[src/common/irp_pkg.sv]
// constants and types for the input reference prescaler
package irp_pkg;
  localparam int NUM_INPUTS = 14;
  localparam int PRIO_W     = 4;
  localparam int IDX_W      = 4;
  localparam int MANUAL_DIVIDE_W     = 14;
  // printed offsets are register indices, byte address is four times the index
  localparam logic [7:0] IDX_TEST_CONTROL_ONE    = 8'h03;
  localparam logic [7:0] IDX_INPUT_FREQ_CONFIG   = 8'h20;
  localparam logic [7:0] IDX_INPUT_MODE_CONFIG   = 8'h34;
  localparam logic [7:0] IDX_MANUAL_DIVIDER_LOW  = 8'h46;
  localparam logic [7:0] IDX_MANUAL_DIVIDER_HIGH = 8'h47;
  // registers of own placement
  localparam logic [7:0] IDX_MONITOR_MODE        = 8'h50;
  localparam logic [7:0] IDX_PRIORITY_PRIMARY    = 8'h60;
  localparam logic [7:0] IDX_PRIORITY_AUXILIARY  = 8'h70;
  localparam logic [7:0] IDX_PATH_CONTROL        = 8'h80;
  localparam logic [7:0] IDX_INPUT_STATUS        = 8'h81;
  localparam logic [7:0] IDX_SELECT_STATUS       = 8'h82;
  localparam logic [7:0] IDX_HARD_LIMIT          = 8'h83;
  localparam logic [7:0] IDX_SOFT_LIMIT          = 8'h84;
  // field positions
  localparam int FREQ_MANUAL_BIT    = 7;
  localparam int FREQ_AUTO8K_BIT    = 6;
  localparam int FREQ_CODE_LSB      = 0;
  localparam int FREQ_CODE_W        = 4;
  localparam int TEST_EDGE_BIT      = 2;
  localparam int MODE_NET_RATE_BIT  = 2;
  localparam int PATH_PRI_EXT_BIT   = 0;
  localparam int PATH_AUX_EXT_BIT   = 1;
  localparam int PATH_AUX_FOLLOW    = 2;
  localparam int PATH_PRI_SRC_LSB   = 8;
  localparam int PATH_AUX_SRC_LSB   = 12;
  // frequency codes; code 4'hf marks a differential 155.52 MHz input
  localparam logic [3:0] FCODE_155M = 4'hf;
  // reset values and manual divider clamp limits
  localparam logic [7:0]  FREQ_CFG_RESET = 8'h00;
  localparam logic [1:0]  MON_RESET      = 2'h2;
  localparam logic [13:0] MANUAL_DIVIDE_RESET     = 14'h00f9;
  localparam logic [15:0] HARD_RESET     = 16'h0100;
  localparam logic [15:0] SOFT_RESET     = 16'h0080;
  localparam logic [13:0] MANUAL_DIVIDE_MIN       = 14'h0001;
  localparam logic [13:0] MANUAL_DIVIDE_MAX       = 14'h30d3;
  // monitor modes
  typedef enum logic [1:0] {
    IRP_MON_OFF  = 2'h0,
    IRP_MON_ACT  = 2'h1,
    IRP_MON_BOTH = 2'h2
  } irp_mon_e;
  // activity timeout and frequency measurement window, in cycles of pclk
  localparam int          WINDOW_US     = 100;
  localparam int          CLK_MHZ       = 40;
  localparam logic [15:0] WINDOW_CYCLES = 16'(WINDOW_US * CLK_MHZ);
  localparam logic [15:0] ACT_TIMEOUT   = 16'h0800;
  // auto divide ratios per frequency code, 8 kHz comparison rate for codes 0 to 8, ratio 1 otherwise
  function automatic logic [13:0] irp_auto_ratio(input logic [3:0] code);
    case (code)
      4'h0: irp_auto_ratio = 14'd1;
      4'h1: irp_auto_ratio = 14'd193;
      4'h2: irp_auto_ratio = 14'd256;
      4'h3: irp_auto_ratio = 14'd810;
      4'h4: irp_auto_ratio = 14'd2430;
      4'h5: irp_auto_ratio = 14'd3240;
      4'h6: irp_auto_ratio = 14'd4860;
      4'h7: irp_auto_ratio = 14'd6480;
      4'h8: irp_auto_ratio = 14'd9720;
      default: irp_auto_ratio = 14'd1;
    endcase
  endfunction
endpackage

[src/core/irp_prescaler.sv]
// input reference monitor, priority selection and pre-divider
// Notes on behaviour
// - fourteen inputs each watched continuously
// - monitor mode per input: both, activity, off
// - hard frequency limit rejects, soft only flags
// - per-path priorities, highest valid input wins
// - each path automatic or externally commanded selection
// - network rate bit loads from pin, writable
// - direct lock compares at input frequency
// - auto divide bit brings codes 0 to 8 to 8 kHz; other codes, 4'hf among them, pass undivided
// - edge select bit picks locking edge
// - manual bit routes input through shared divider
// - manual divider divides by N plus one
// - N stored in low/high register pair
// - manual mode chosen per input independently
// - 155 MHz direct lock gets divide by two
// - primary path feeds multiplier at 77.76 MHz
// - following auxiliary path locks to primary 8 kHz
// - sync edge resets 2 and 8 kHz dividers
// - 4 or 8 kHz sync pulses accepted too
// - supported spot frequencies including 155.52 MHz
//
// Register access over APB was left to the implementer.
`timescale 1ns/1ps
`default_nettype none
module irp_prescaler (
  input  wire logic                                pclk,
  input  wire logic                                presetn,
  input  wire logic                                psel,
  input  wire logic                                penable,
  input  wire logic                                pwrite,
  input  wire logic [11:0]                         paddr,
  input  wire logic [31:0]                         pwdata,
  output logic      [31:0]                         prdata,
  output logic                                     pready,
  output logic                                     pslverr,
  input  wire logic [irp_pkg::NUM_INPUTS-1:0]      ref_in,
  input  wire logic                                network_type_pin,
  input  wire logic                                two_khz_sync_input,
  input  wire logic                                primary_eight_khz,
  output logic      [irp_pkg::NUM_INPUTS-1:0]      compare_strobe,
  output logic      [irp_pkg::IDX_W-1:0]           primary_source,
  output logic      [irp_pkg::IDX_W-1:0]           auxiliary_source,
  output logic                                     primary_valid,
  output logic                                     auxiliary_valid,
  output logic                                     primary_compare,
  output logic                                     auxiliary_compare,
  output logic                                     network_rate_select,
  output logic                                     low_rate_divider_reset
);
  import irp_pkg::*;

  localparam int N = NUM_INPUTS;

  typedef struct packed {
    logic [N-1:0][7:0]        freq_cfg;
    logic [N-1:0][1:0]        mon_mode;
    logic [N-1:0][PRIO_W-1:0] prio_pri;
    logic [N-1:0][PRIO_W-1:0] prio_aux;
    logic [7:0]               test_ctl;
    logic [7:0]               mode_cfg;
    logic [MANUAL_DIVIDE_W-1:0]        manual_divide;
    logic [15:0]              path_ctl;
    logic [15:0]              hard_lim;
    logic [15:0]              soft_lim;
    logic [N-1:0]             s1;
    logic [N-1:0]             s2;
    logic [N-1:0]             s3;
    logic [N-1:0][15:0]       idle_cnt;
    logic [N-1:0][15:0]       edge_cnt;
    logic [N-1:0][13:0]       div_cnt;
    logic [N-1:0]             act_ok;
    logic [N-1:0]             freq_ok;
    logic [N-1:0]             soft_flag;
    logic [15:0]              win_cnt;
    logic [N-1:0]             strobe;
    logic [IDX_W-1:0]         pri_src;
    logic [IDX_W-1:0]         aux_src;
    logic                     pri_val;
    logic                     aux_val;
    logic                     pri_cmp;
    logic                     aux_cmp;
    logic [2:0]               sync_s;
    logic                     sync_rst;
    logic                     rate_loaded;
    logic [31:0]              rdata;
    logic                     ready;
    logic                     slverr;
  } irp_state_s;

  irp_state_s state_reg;
  irp_state_s state_next;

  logic [9:0] widx;

  assign widx = paddr[11:2];

  always_comb
  begin
    logic [N-1:0] edge_now;
    logic [N-1:0] valid;
    logic [PRIO_W-1:0] best_p;
    logic [PRIO_W-1:0] best_a;
    logic [13:0] ratio;
    logic [IDX_W-1:0] ext_src;
    logic [15:0] count;
    logic wr_go;
    // writes land at the access edge that sees pready, never at setup
    wr_go = psel && penable && state_reg.ready && pwrite;
    edge_now = '0;
    valid = '0;
    best_p = '1;
    best_a = '1;
    ratio = '0;
    ext_src = '0;
    count = '0;
    state_next = state_reg;
    state_next.ready = 1'b0;
    state_next.slverr = 1'b0;
    state_next.strobe = '0;
    // pins pass two flops; s3 feeds only the edge detector
    state_next.s1 = ref_in;
    state_next.s2 = state_reg.s1;
    state_next.s3 = state_reg.s2;
    state_next.sync_s = {state_reg.sync_s[1:0], two_khz_sync_input};
    // rising edge of 2/4/8 kHz sync realigns low-rate dividers
    state_next.sync_rst = state_reg.sync_s[1] & ~state_reg.sync_s[2];
    // network rate loads from the pin once after reset release
    if (!state_reg.rate_loaded)
    begin
      state_next.mode_cfg[MODE_NET_RATE_BIT] = network_type_pin;
      state_next.rate_loaded = 1'b1;
    end
    state_next.win_cnt = (state_reg.win_cnt == WINDOW_CYCLES - 16'h0001) ? '0
                         : state_reg.win_cnt + 16'h0001;
    for (int i = 0; i < N; i++)
    begin
      // lock edge select picks rising or falling edge
      edge_now[i] = state_reg.test_ctl[TEST_EDGE_BIT] ? (state_reg.s3[i] & ~state_reg.s2[i])
                                                        : (state_reg.s2[i] & ~state_reg.s3[i]);
      // every monitor runs all the time
      if (edge_now[i])
        state_next.idle_cnt[i] = '0;
      else if (state_reg.idle_cnt[i] != ACT_TIMEOUT)
        state_next.idle_cnt[i] = state_reg.idle_cnt[i] + 16'h0001;
      state_next.act_ok[i] = (state_reg.idle_cnt[i] != ACT_TIMEOUT);
      count = state_reg.edge_cnt[i] + {15'h0000, edge_now[i]};
      if (state_reg.win_cnt == '0)
      begin
        // frequency checked only while activity is good
        state_next.freq_ok[i] = !state_reg.act_ok[i] || (count <= state_reg.hard_lim);
        state_next.soft_flag[i] = state_reg.act_ok[i] && (count > state_reg.soft_lim);
        state_next.edge_cnt[i] = '0;
      end
      else
        state_next.edge_cnt[i] = count;
      // monitor mode per input
      case (irp_mon_e'(state_reg.mon_mode[i]))
        IRP_MON_OFF:  valid[i] = 1'b1;
        IRP_MON_ACT:  valid[i] = state_reg.act_ok[i];
        IRP_MON_BOTH: valid[i] = state_reg.act_ok[i] & state_reg.freq_ok[i];
        default:      valid[i] = 1'b0;
      endcase
      // pre-divider choice per input, independent of others
      if (state_reg.freq_cfg[i][FREQ_MANUAL_BIT])
        ratio = state_reg.manual_divide + 14'h0001;
      else if (state_reg.freq_cfg[i][FREQ_AUTO8K_BIT])
        ratio = irp_auto_ratio(state_reg.freq_cfg[i][FREQ_CODE_W-1:0]);
      else if (state_reg.freq_cfg[i][FREQ_CODE_W-1:0] == FCODE_155M)
        ratio = 14'h0002;
      else
        ratio = 14'h0001;
      if (edge_now[i])
      begin
        if (state_reg.div_cnt[i] + 14'h0001 >= ratio)
        begin
          state_next.div_cnt[i] = '0;
          state_next.strobe[i] = 1'b1;
        end
        else
          state_next.div_cnt[i] = state_reg.div_cnt[i] + 14'h0001;
      end
    end
    // lower number is higher priority, zero means not eligible
    state_next.pri_val = 1'b0;
    state_next.aux_val = 1'b0;
    for (int i = N - 1; i >= 0; i--)
    begin
      if (valid[i] && state_reg.prio_pri[i] != '0 && state_reg.prio_pri[i] <= best_p)
      begin
        best_p = state_reg.prio_pri[i];
        state_next.pri_src = IDX_W'(i);
        state_next.pri_val = 1'b1;
      end
      if (valid[i] && state_reg.prio_aux[i] != '0 && state_reg.prio_aux[i] <= best_a)
      begin
        best_a = state_reg.prio_aux[i];
        state_next.aux_src = IDX_W'(i);
        state_next.aux_val = 1'b1;
      end
    end
    // external selection overrides per path
    if (state_reg.path_ctl[PATH_PRI_EXT_BIT])
    begin
      ext_src = state_reg.path_ctl[PATH_PRI_SRC_LSB +: IDX_W];
      state_next.pri_src = ext_src;
      state_next.pri_val = (ext_src < IDX_W'(N)) && valid[ext_src];
    end
    if (state_reg.path_ctl[PATH_AUX_EXT_BIT])
    begin
      ext_src = state_reg.path_ctl[PATH_AUX_SRC_LSB +: IDX_W];
      state_next.aux_src = ext_src;
      state_next.aux_val = (ext_src < IDX_W'(N)) && valid[ext_src];
    end
    // strobes exceed 77.76 MHz only with auto divide on code 4'hf, the multiplier rate is kept downstream
    state_next.pri_cmp = state_reg.pri_val && state_reg.strobe[state_reg.pri_src];
    // following auxiliary path compares on the primary 8 kHz
    if (state_reg.path_ctl[PATH_AUX_FOLLOW])
      state_next.aux_cmp = primary_eight_khz;
    else
      state_next.aux_cmp = state_reg.aux_val && state_reg.strobe[state_reg.aux_src];
    // apb: no wait state, answer in the cycle after setup
    if ((psel && !penable) || wr_go)
    begin
      state_next.ready = !penable;
      state_next.rdata = '0;
      if (widx >= 10'(IDX_INPUT_FREQ_CONFIG) && widx < 10'(IDX_INPUT_FREQ_CONFIG) + 10'(N))
      begin
        if (wr_go)
          state_next.freq_cfg[widx - 10'(IDX_INPUT_FREQ_CONFIG)] = pwdata[7:0];
        state_next.rdata[7:0] = state_reg.freq_cfg[widx - 10'(IDX_INPUT_FREQ_CONFIG)];
      end
      else if (widx >= 10'(IDX_MONITOR_MODE) && widx < 10'(IDX_MONITOR_MODE) + 10'(N))
      begin
        if (wr_go)
          state_next.mon_mode[widx - 10'(IDX_MONITOR_MODE)] = pwdata[1:0];
        state_next.rdata[1:0] = state_reg.mon_mode[widx - 10'(IDX_MONITOR_MODE)];
      end
      else if (widx >= 10'(IDX_PRIORITY_PRIMARY) && widx < 10'(IDX_PRIORITY_PRIMARY) + 10'(N))
      begin
        if (wr_go)
          state_next.prio_pri[widx - 10'(IDX_PRIORITY_PRIMARY)] = pwdata[PRIO_W-1:0];
        state_next.rdata[PRIO_W-1:0] = state_reg.prio_pri[widx - 10'(IDX_PRIORITY_PRIMARY)];
      end
      else if (widx >= 10'(IDX_PRIORITY_AUXILIARY)
               && widx < 10'(IDX_PRIORITY_AUXILIARY) + 10'(N))
      begin
        if (wr_go)
          state_next.prio_aux[widx - 10'(IDX_PRIORITY_AUXILIARY)] = pwdata[PRIO_W-1:0];
        state_next.rdata[PRIO_W-1:0] = state_reg.prio_aux[widx - 10'(IDX_PRIORITY_AUXILIARY)];
      end
      else
      begin
        case (widx[7:0])
          IDX_TEST_CONTROL_ONE:
          begin
            if (wr_go)
              state_next.test_ctl = pwdata[7:0];
            state_next.rdata[7:0] = state_reg.test_ctl;
          end
          IDX_INPUT_MODE_CONFIG:
          begin
            if (wr_go)
              state_next.mode_cfg = pwdata[7:0];
            state_next.rdata[7:0] = state_reg.mode_cfg;
          end
          // N, not N+1, lives in the pair; out-of-range values are clamped
          IDX_MANUAL_DIVIDER_LOW:
          begin
            if (wr_go)
              state_next.manual_divide[7:0] = pwdata[7:0];
            state_next.rdata[7:0] = state_reg.manual_divide[7:0];
          end
          IDX_MANUAL_DIVIDER_HIGH:
          begin
            if (wr_go)
              state_next.manual_divide[MANUAL_DIVIDE_W-1:8] = pwdata[MANUAL_DIVIDE_W-9:0];
            state_next.rdata[MANUAL_DIVIDE_W-9:0] = state_reg.manual_divide[MANUAL_DIVIDE_W-1:8];
          end
          IDX_PATH_CONTROL:
          begin
            if (wr_go)
              state_next.path_ctl = pwdata[15:0];
            state_next.rdata[15:0] = state_reg.path_ctl;
          end
          IDX_INPUT_STATUS:
            state_next.rdata = {2'b00, state_reg.soft_flag, 2'b00, valid};
          IDX_SELECT_STATUS:
            state_next.rdata[9:0] = {state_reg.aux_val, state_reg.aux_src,
                                     state_reg.pri_val, state_reg.pri_src};
          IDX_HARD_LIMIT:
          begin
            if (wr_go)
              state_next.hard_lim = pwdata[15:0];
            state_next.rdata[15:0] = state_reg.hard_lim;
          end
          IDX_SOFT_LIMIT:
          begin
            if (wr_go)
              state_next.soft_lim = pwdata[15:0];
            state_next.rdata[15:0] = state_reg.soft_lim;
          end
          default:
            state_next.slverr = 1'b1;
        endcase
        if (widx[9:8] != 2'b00)
          state_next.slverr = 1'b1;
      end
      if (penable)
        state_next.slverr = 1'b0;
    end
    if (state_next.manual_divide < MANUAL_DIVIDE_MIN)
      state_next.manual_divide = MANUAL_DIVIDE_MIN;
    else if (state_next.manual_divide > MANUAL_DIVIDE_MAX)
      state_next.manual_divide = MANUAL_DIVIDE_MAX;
  end

  always_ff @(posedge pclk or negedge presetn)
  begin
    if (!presetn)
    begin
      state_reg <= '0;
      state_reg.freq_cfg <= {N{FREQ_CFG_RESET}};
      state_reg.mon_mode <= {N{MON_RESET}};
      state_reg.prio_pri <= {4'he, 4'hd, 4'hc, 4'hb, 4'ha, 4'h9, 4'h8,
                             4'h7, 4'h6, 4'h5, 4'h4, 4'h3, 4'h2, 4'h1};
      state_reg.prio_aux <= {4'he, 4'hd, 4'hc, 4'hb, 4'ha, 4'h9, 4'h8,
                             4'h7, 4'h6, 4'h5, 4'h4, 4'h3, 4'h2, 4'h1};
      state_reg.manual_divide <= MANUAL_DIVIDE_RESET;
      state_reg.hard_lim <= HARD_RESET;
      state_reg.soft_lim <= SOFT_RESET;
    end
    else
      state_reg <= state_next;
  end

  // read data registered at setup; write lands at the edge that samples pready
  assign prdata = state_reg.rdata;
  assign pready = state_reg.ready;
  assign pslverr = state_reg.slverr;
  assign compare_strobe = state_reg.strobe;
  assign primary_source = state_reg.pri_src;
  assign auxiliary_source = state_reg.aux_src;
  assign primary_valid = state_reg.pri_val;
  assign auxiliary_valid = state_reg.aux_val;
  assign primary_compare = state_reg.pri_cmp;
  assign auxiliary_compare = state_reg.aux_cmp;
  assign network_rate_select = state_reg.mode_cfg[MODE_NET_RATE_BIT];
  assign low_rate_divider_reset = state_reg.sync_rst;
endmodule
`default_nettype wire

[config.mk]
export PLATFORM = sky130hd
export DESIGN_NAME = irp_prescaler
export DESIGN_NICKNAME = d
export VERILOG_FILES = /design/src/common/irp_pkg.sv /design/src/core/irp_prescaler.sv
export SDC_FILE = /design/constraint.sdc
export NUM_CORES = 2
export LEC_CHECK = 0
export CORE_MARGIN = 2
export CORE_UTILIZATION = 60
export DETAILED_ROUTE_END_ITERATION = 10
export DONT_BUFFER_PORTS = 1
export GPL_TIMING_DRIVEN = 0
export HOLD_SLACK_MARGIN = 0.1
export MAX_ROUTING_LAYER = met4
export PLACE_DENSITY = 0.76
export SYNTH_ARGS = -nofsm -noshare
export SYNTH_HDL_FRONTEND = slang
export SYNTH_SLANG_ARGS = --single-unit
[constraint.sdc]
create_clock -name pclk -period 23.8 [get_ports pclk]
set_clock_uncertainty 0.2 [all_clocks]
set_input_delay 3.57 -clock pclk [delete_from_list [all_inputs] [get_ports pclk]]
set_output_delay 3.57 -clock pclk [all_outputs]
set_load 0.02 [all_outputs]
Yosys cells after proc, flatten, opt, wreduce, memory -nomap -nowiden
Memories as Yosys holds them, arrays and structs flattened.
Cells that the tools add are included.
- bits in read-only memories: 3136
- bits in writable memories: 0
- output and inout bits: 62
- register bits: 1139
- word-level logic and storage cells: 920
- latch bits: 0
- memories kept: 14
- memory list (name ; words ; width ; rd ports ; clocked after memory_dff ; write ports ; RTL line ; RTL):
    (no name shown) ; 16 ; 14 ; 1 ; 0 ; 0 ; irp_pkg.sv:57 ; case (code)
    (no name shown) ; 16 ; 14 ; 1 ; 0 ; 0 ; irp_pkg.sv:57 ;
    (no name shown) ; 16 ; 14 ; 1 ; 0 ; 0 ; irp_pkg.sv:57 ;
    (no name shown) ; 16 ; 14 ; 1 ; 0 ; 0 ; irp_pkg.sv:57 ;
    (no name shown) ; 16 ; 14 ; 1 ; 0 ; 0 ; irp_pkg.sv:57 ;
    (no name shown) ; 16 ; 14 ; 1 ; 0 ; 0 ; irp_pkg.sv:57 ;
    +8 memories ; n/a ; n/a ; n/a ; n/a ; n/a ; n/a ;
- shifts and indexed selects: 0
- add/subtract/negate cells: 48
- reduce and logical (&&, ||, !) cells: 186
- equal/unequal tests: 66
- muxes and demuxes: 311
- magnitude comparators: 94
- $mul: 0
- div/mod/pow operators: 0
- bitwise operators: 76
- operators with widths (operator ; number):
    2-to-1 mux 16 bit ; 49
    2-to-1 mux 14 bit ; 45
    2-to-1 mux 65 bit ; 5
    2-to-1 mux 4 bit ; 62
    adder 16 x 1 -> 16 bit, second input constant ; 15
    adder 16 x 1 -> 16 bit ; 14
    > comparator 16 bit ; 14
    <= comparator 16 bit ; 14
    inequality test 16 x 12 -> 1 bit, second input constant ; 14
    adder 14 x 1 -> 14 bit, second input constant ; 15
    >= comparator 14 bit ; 14
    bitwise mux 112 bit ; 1
    bitwise mux 56 bit ; 2
    nonzero test 4 bit ; 28
    <= comparator 4 bit ; 26
    logical AND 1 bit ; 86
    2-to-1 mux 1 bit ; 85
    equality test 4 bit, second input constant ; 14
    case mux 6 bit (9 select lines) ; 1
    2-to-1 mux 26 bit ; 2
    bitwise AND 1 bit ; 43
    case mux 1 bit (3 select lines) ; 14
    equality test 8 bit, second input constant ; 5
    >= comparator 10 x 1 -> 1 bit, second input constant ; 4
    48 further kinds ; 209

Depth between registers and ports, before layout
- depth after elaboration: 45
- gate-level depth with buffers: 123
- depth with buffers taken out: 122

Worst setup path before layout
Ideal clock, no wire load.
- path type: register -> register
- from: reg state_reg[1025] (netlist name)
- to: reg state_reg, in the netlist auxiliary_source[0]
- path buffers: 1
- setup time: 0.067 ns
- arrival time: 20.761 ns
- setup slack: 2.773 ns
- period minus slack after synthesis: 21.027 ns
- stages on the path, launching flop included: 108
- path through: dfrtp_1 > or2_2 > and3_1 > clkbuf_1 > or3_1 > inv_1 > ha_1 > nand2_1 > nor2_1 > a311oi_1 > or2_0 > nand2_1 > o21ai_0 > inv_1 > ha_1 > nor2b_1 > o21a_1 > nand3b_1 > [... 72 more ...] > nand2b_1 > a21oi_1 > a41oi_1 > nor2_1 > o41ai_1 > mux2_2 > ha_1 > nor2b_1 > o21ai_0 > nand2b_1 > a21oi_1 > a41oi_1 > nor3_1 > nor2_1 > nand2_1 > or3b_1 > nor2_1 > a221o_1
- cells in the longest elaborated chain, start to end: 45
- RTL lines (what ; RTL line ; RTL):
    from (decl) ; irp_prescaler.sv:91 ; irp_state_s state_reg;
    from (signal assigned) ; irp_prescaler.sv:334 ; state_reg <= state_next;
    equality test 2 bit, or another cell as far along ; irp_prescaler.sv:158 ; case (irp_mon_e'(state_reg.mon_mode[i]))
    case mux 1 bit (3 select lines) (*) ; irp_prescaler.sv:158 ;
    logical AND 1 bit (*) (2 in a row) ; irp_prescaler.sv:195 ; if (valid[i] && state_reg.prio_aux[i] != '0 && state_reg.prio_aux[i] <= best_a)
    2-to-1 mux 4 bit ; irp_prescaler.sv:195 ;
    <= comparator 4 bit ; irp_prescaler.sv:195 ;
    logical AND 1 bit ; irp_prescaler.sv:195 ;
    2-to-1 mux 4 bit ; irp_prescaler.sv:195 ;
    <= comparator 4 bit ; irp_prescaler.sv:195 ;
    [... 28 more ...] ; n/a ;
    2-to-1 mux 4 bit ; irp_prescaler.sv:195 ;
    <= comparator 4 bit ; irp_prescaler.sv:195 ;
    logical AND 1 bit ; irp_prescaler.sv:195 ;
    2-to-1 mux 4 bit ; irp_prescaler.sv:195 ;
    <= comparator 4 bit ; irp_prescaler.sv:195 ;
    logical AND 1 bit ; irp_prescaler.sv:195 ;
    2-to-1 mux 4 bit ; irp_prescaler.sv:195 ;
    2-to-1 mux 4 bit ; irp_prescaler.sv:209 ; if (state_reg.path_ctl[PATH_AUX_EXT_BIT])
Every way passes the cells marked *; elsewhere a longest branch is shown, timed or not.
A chain may end at the register's enable or synchronous reset.

==> flow_summary.yaml <==
status:
  status: "complete, but fails checks"
  violations: "max-capacitance violations, max-slew violations"
timing:
  setup_ws_ns: 1.29
  fin_tns_setup_ns: 0
  fin_crit_ns: 22.51
  finalCritPeriodShare_pct: 94.6
  hold_violations: 0
  maxSlewHeadroom_pct: -21.1
  tightest_slew_ns: 1.82
  holdWs_ns: 0.145
  final-setup-viol-count: 0
  drv_slew: 260
  fmax_ghz: 0.0444
cells_and_area:
  drive_gt1_share_pct: 8.84
  stdcell_area_um2: 86800
  final_common_cell: "dfrtp_1"
  fin_nets: 9821
  largest_register_ffs: 1047
  final_cell_mix: "1057 x dfrtp_1, 888 x ha_1, 844 x nand2_1, 687 x o21ai_0, 656 x nor2_1"
  stdcell_count: 10700
  n_fill_cell: 10700
  area_growth_syn_to_layout_pct: 9.10
place:
  place_inst: 10500
  placed_cell_area_um2: 81800
  place_ws_ns: -1.15
  hpwl_um: 178000
  io_buffers: 0
  gp_congestion: 1.01
critical_path:
  cp-endpoint: "primary_valid"
  end_kind: "flip-flop"
  r2r_end: "primary_valid"
  worst-path-max-fanout: 10
  worst_path_max_delay_cell: "or4_4"
  cpPeakStageDelay_ns: 0.47
  startpoint: "state_reg[1025]"
  crit_type: "reg -> reg"
  worstRegToRegCells: 104
  r2r-start: "state_reg[1025]"
  cp-start-kind: "flip-flop"
  cp.arrival_ns: 22.91
  critPathRequiredTime_ns: 24.20
  ff2ff_setup_slack_ns: 1.29
  cpMostUsedCell: "ha_1"
routing:
  viasPerCell: 6.35
  routed_wl_um: 246000
  firstDrtPassIters: 9
  detail_route.drc_violations: 0
  vias: 68200
  post_drt_wl_per_cell_um: 22.9
  drt_iter0_drc: 7268
  drt.antenna.violating_nets: 0
pwr:
  powerDensity_nw_per_um2: 62.6
  p_leak_nw: 41.8
  max-vdd-ir-drop_mv: 0.0724
logic_synthesis:
  syn_avg_cell_area_um2: 9.15
  syn_area_um2: 79600
  synth_cell_type_count: 101
  async_reset_ff_share_pct: 100
  syn_inst: 8695
  synth_ff_type: "dfrtp_1"
  seq_area_frac_synth_pct: 35.9
  synth_edf_count: 0
  synth_seq_cells: 1137
  ys_warn_count: 0
floorplan:
  chipHeight_um: 368
  io_pins: 128
  core_area_um2: 132000
  start_util_pct: 60.5
  dieArea_um2: 136000
  rows: 133
  fp.dieW_um: 368
clocking:
  clk_latency_ns: 0.81
  ctsLongestPathBuffers: 3
  htreeDepth: 4
  cts_tree: "yes"
  hold_buffers: 0
  clk_pin_slew_ns: 0.07
  cts.sinks: 1137
  numCtsBuffers: 133
  cts-root-buf: "clkbuf_16"
grt:
  grt_pass1_wl_um: 378000
  met1_usage_pct: 47.6
  antenna_found_initial: 12
  use_met3_pct: 8.10
  grt.total_usage_pct: 36.8
  grt_overflow_total: 0
  grt_pass1_vias: 65500
  use_met2_pct: 55.8
  grt_max_degree: 1138
  top_usage_layer: "met2"
run:
  drv_cap: 2
worst_hold_path:
  hp-class: "reg -> reg"
-- worst min-delay path by stage --
stage	cells after the start	startpoint	slack, ns	end
after floorplan	0	state_next[37]	0.13	state_next[38]
after global placement	0	state_next[785]	0.13	state_next[771]
after detailed placement	0	state_next[786]	0.13	state_next[772]
after CTS	0	state_next[786]	0.15	state_next[772]
after global routing	0	state_next[783]	0.15	state_next[769]
final	0	state_next[786]	0.14	state_next[772]
-- cells in the mapped netlist, types with 185 or more instances --
cell type | number | area [um2]
and3_1 | 187 | 1170
o21ai_0 | 690 | 3450
xnor2_1 | 251 | 2200
clkbuf_1 | 285 | 1070
mux2_2 | 253 | 2850
a21oi_1 | 512 | 2560
xor2_1 | 327 | 2860
inv_1 | 325 | 1220
nand3_1 | 349 | 1750
nand2b_1 | 196 | 1230
and2_1 | 242 | 1510
ha_1 | 889 | 11100
dfrtp_1 | 1059 | 26500
nand2_1 | 844 | 3170
nand4_1 | 185 | 1160
nor2_1 | 657 | 2470
-- worst max-delay path, delay by kind of cell, from the launching register on --
| family | cells | cell delay, ns |
|---|---|---|
| compound gates | 39 | 7.29 |
| fa+ha+maj | 16 | 4.60 |
| buf+inv | 5 | 0.38 |
| flops | 1 | 0.41 |
| mux | 10 | 3.42 |
| simple gates | 34 | 5.94 |
-- power by group --
| group | total, W | internal, W | switching [W] |
|---|---|---|---|
| Clock | 0.00206 | 0.00118 | 0.000879 |
| Sequential | 0.00224 | 0.00207 | 0.000166 |
| Combinational | 0.00114 | 0.000452 | 0.000685 |
-- area by class of cell --
type | instances | area (um2) | share of cell area [%]
antenna | 10 | 25.0 | 0.0288
buffer | 355 | 1540 | 1.77
clock buffer | 186 | 3730 | 4.29
clock inverter | 56 | 639 | 0.736
inverter | 325 | 1220 | 1.41
multi-input combinational | 6878 | 48500 | 55.9
sequential | 1137 | 28600 | 32.9
tap | 1755 | 2200 | 2.53
timing repair buffer | 36 | 392 | 0.451
-- logic make-up after synthesis --
| kind of cell | count (synthesis) | synth area share [%] |
|---|---|---|
| AO/OA/AOI/OAI | 1765 | 13.4 |
| XOR/XNOR | 578 | 6.36 |
| adder cells (fa/ha/maj) | 899 | 14.1 |
| buffers and inverters | 681 | 3.47 |
| flip-flops | 1137 | 35.9 |
| multiplexers | 395 | 6.49 |
| other | 2 | 0.00944 |
| AND/OR/NAND/NOR | 3238 | 20.3 |
-- per-stage QoR --
stage | total power (W) | utilization [%]
after floorplan | 0.00303 | -
after global placement | 0.00329 | 62.1
after detailed placement | 0.00334 | 62.2
after CTS | 0.00540 | 65.6
after global routing | 0.00570 | 66.0
final | 0.00544 | 66.0
-- what timing repair did --
item / in CTS / in global routing
pin swaps: 3 / 13
resized for setup: 12 / 37
buffers inserted: 6 / 19
endpoints found under the setup margin: 10 / 10
endpoints found under the hold margin: 0 / 0
-- routing by layer --
layer	share of wire [%]	wire, um
met2	45	110000
met5	0	0
met3	9.5	23500
met4	4.9	12000
met1	41	101000
(Power assumes the default switching activity.)
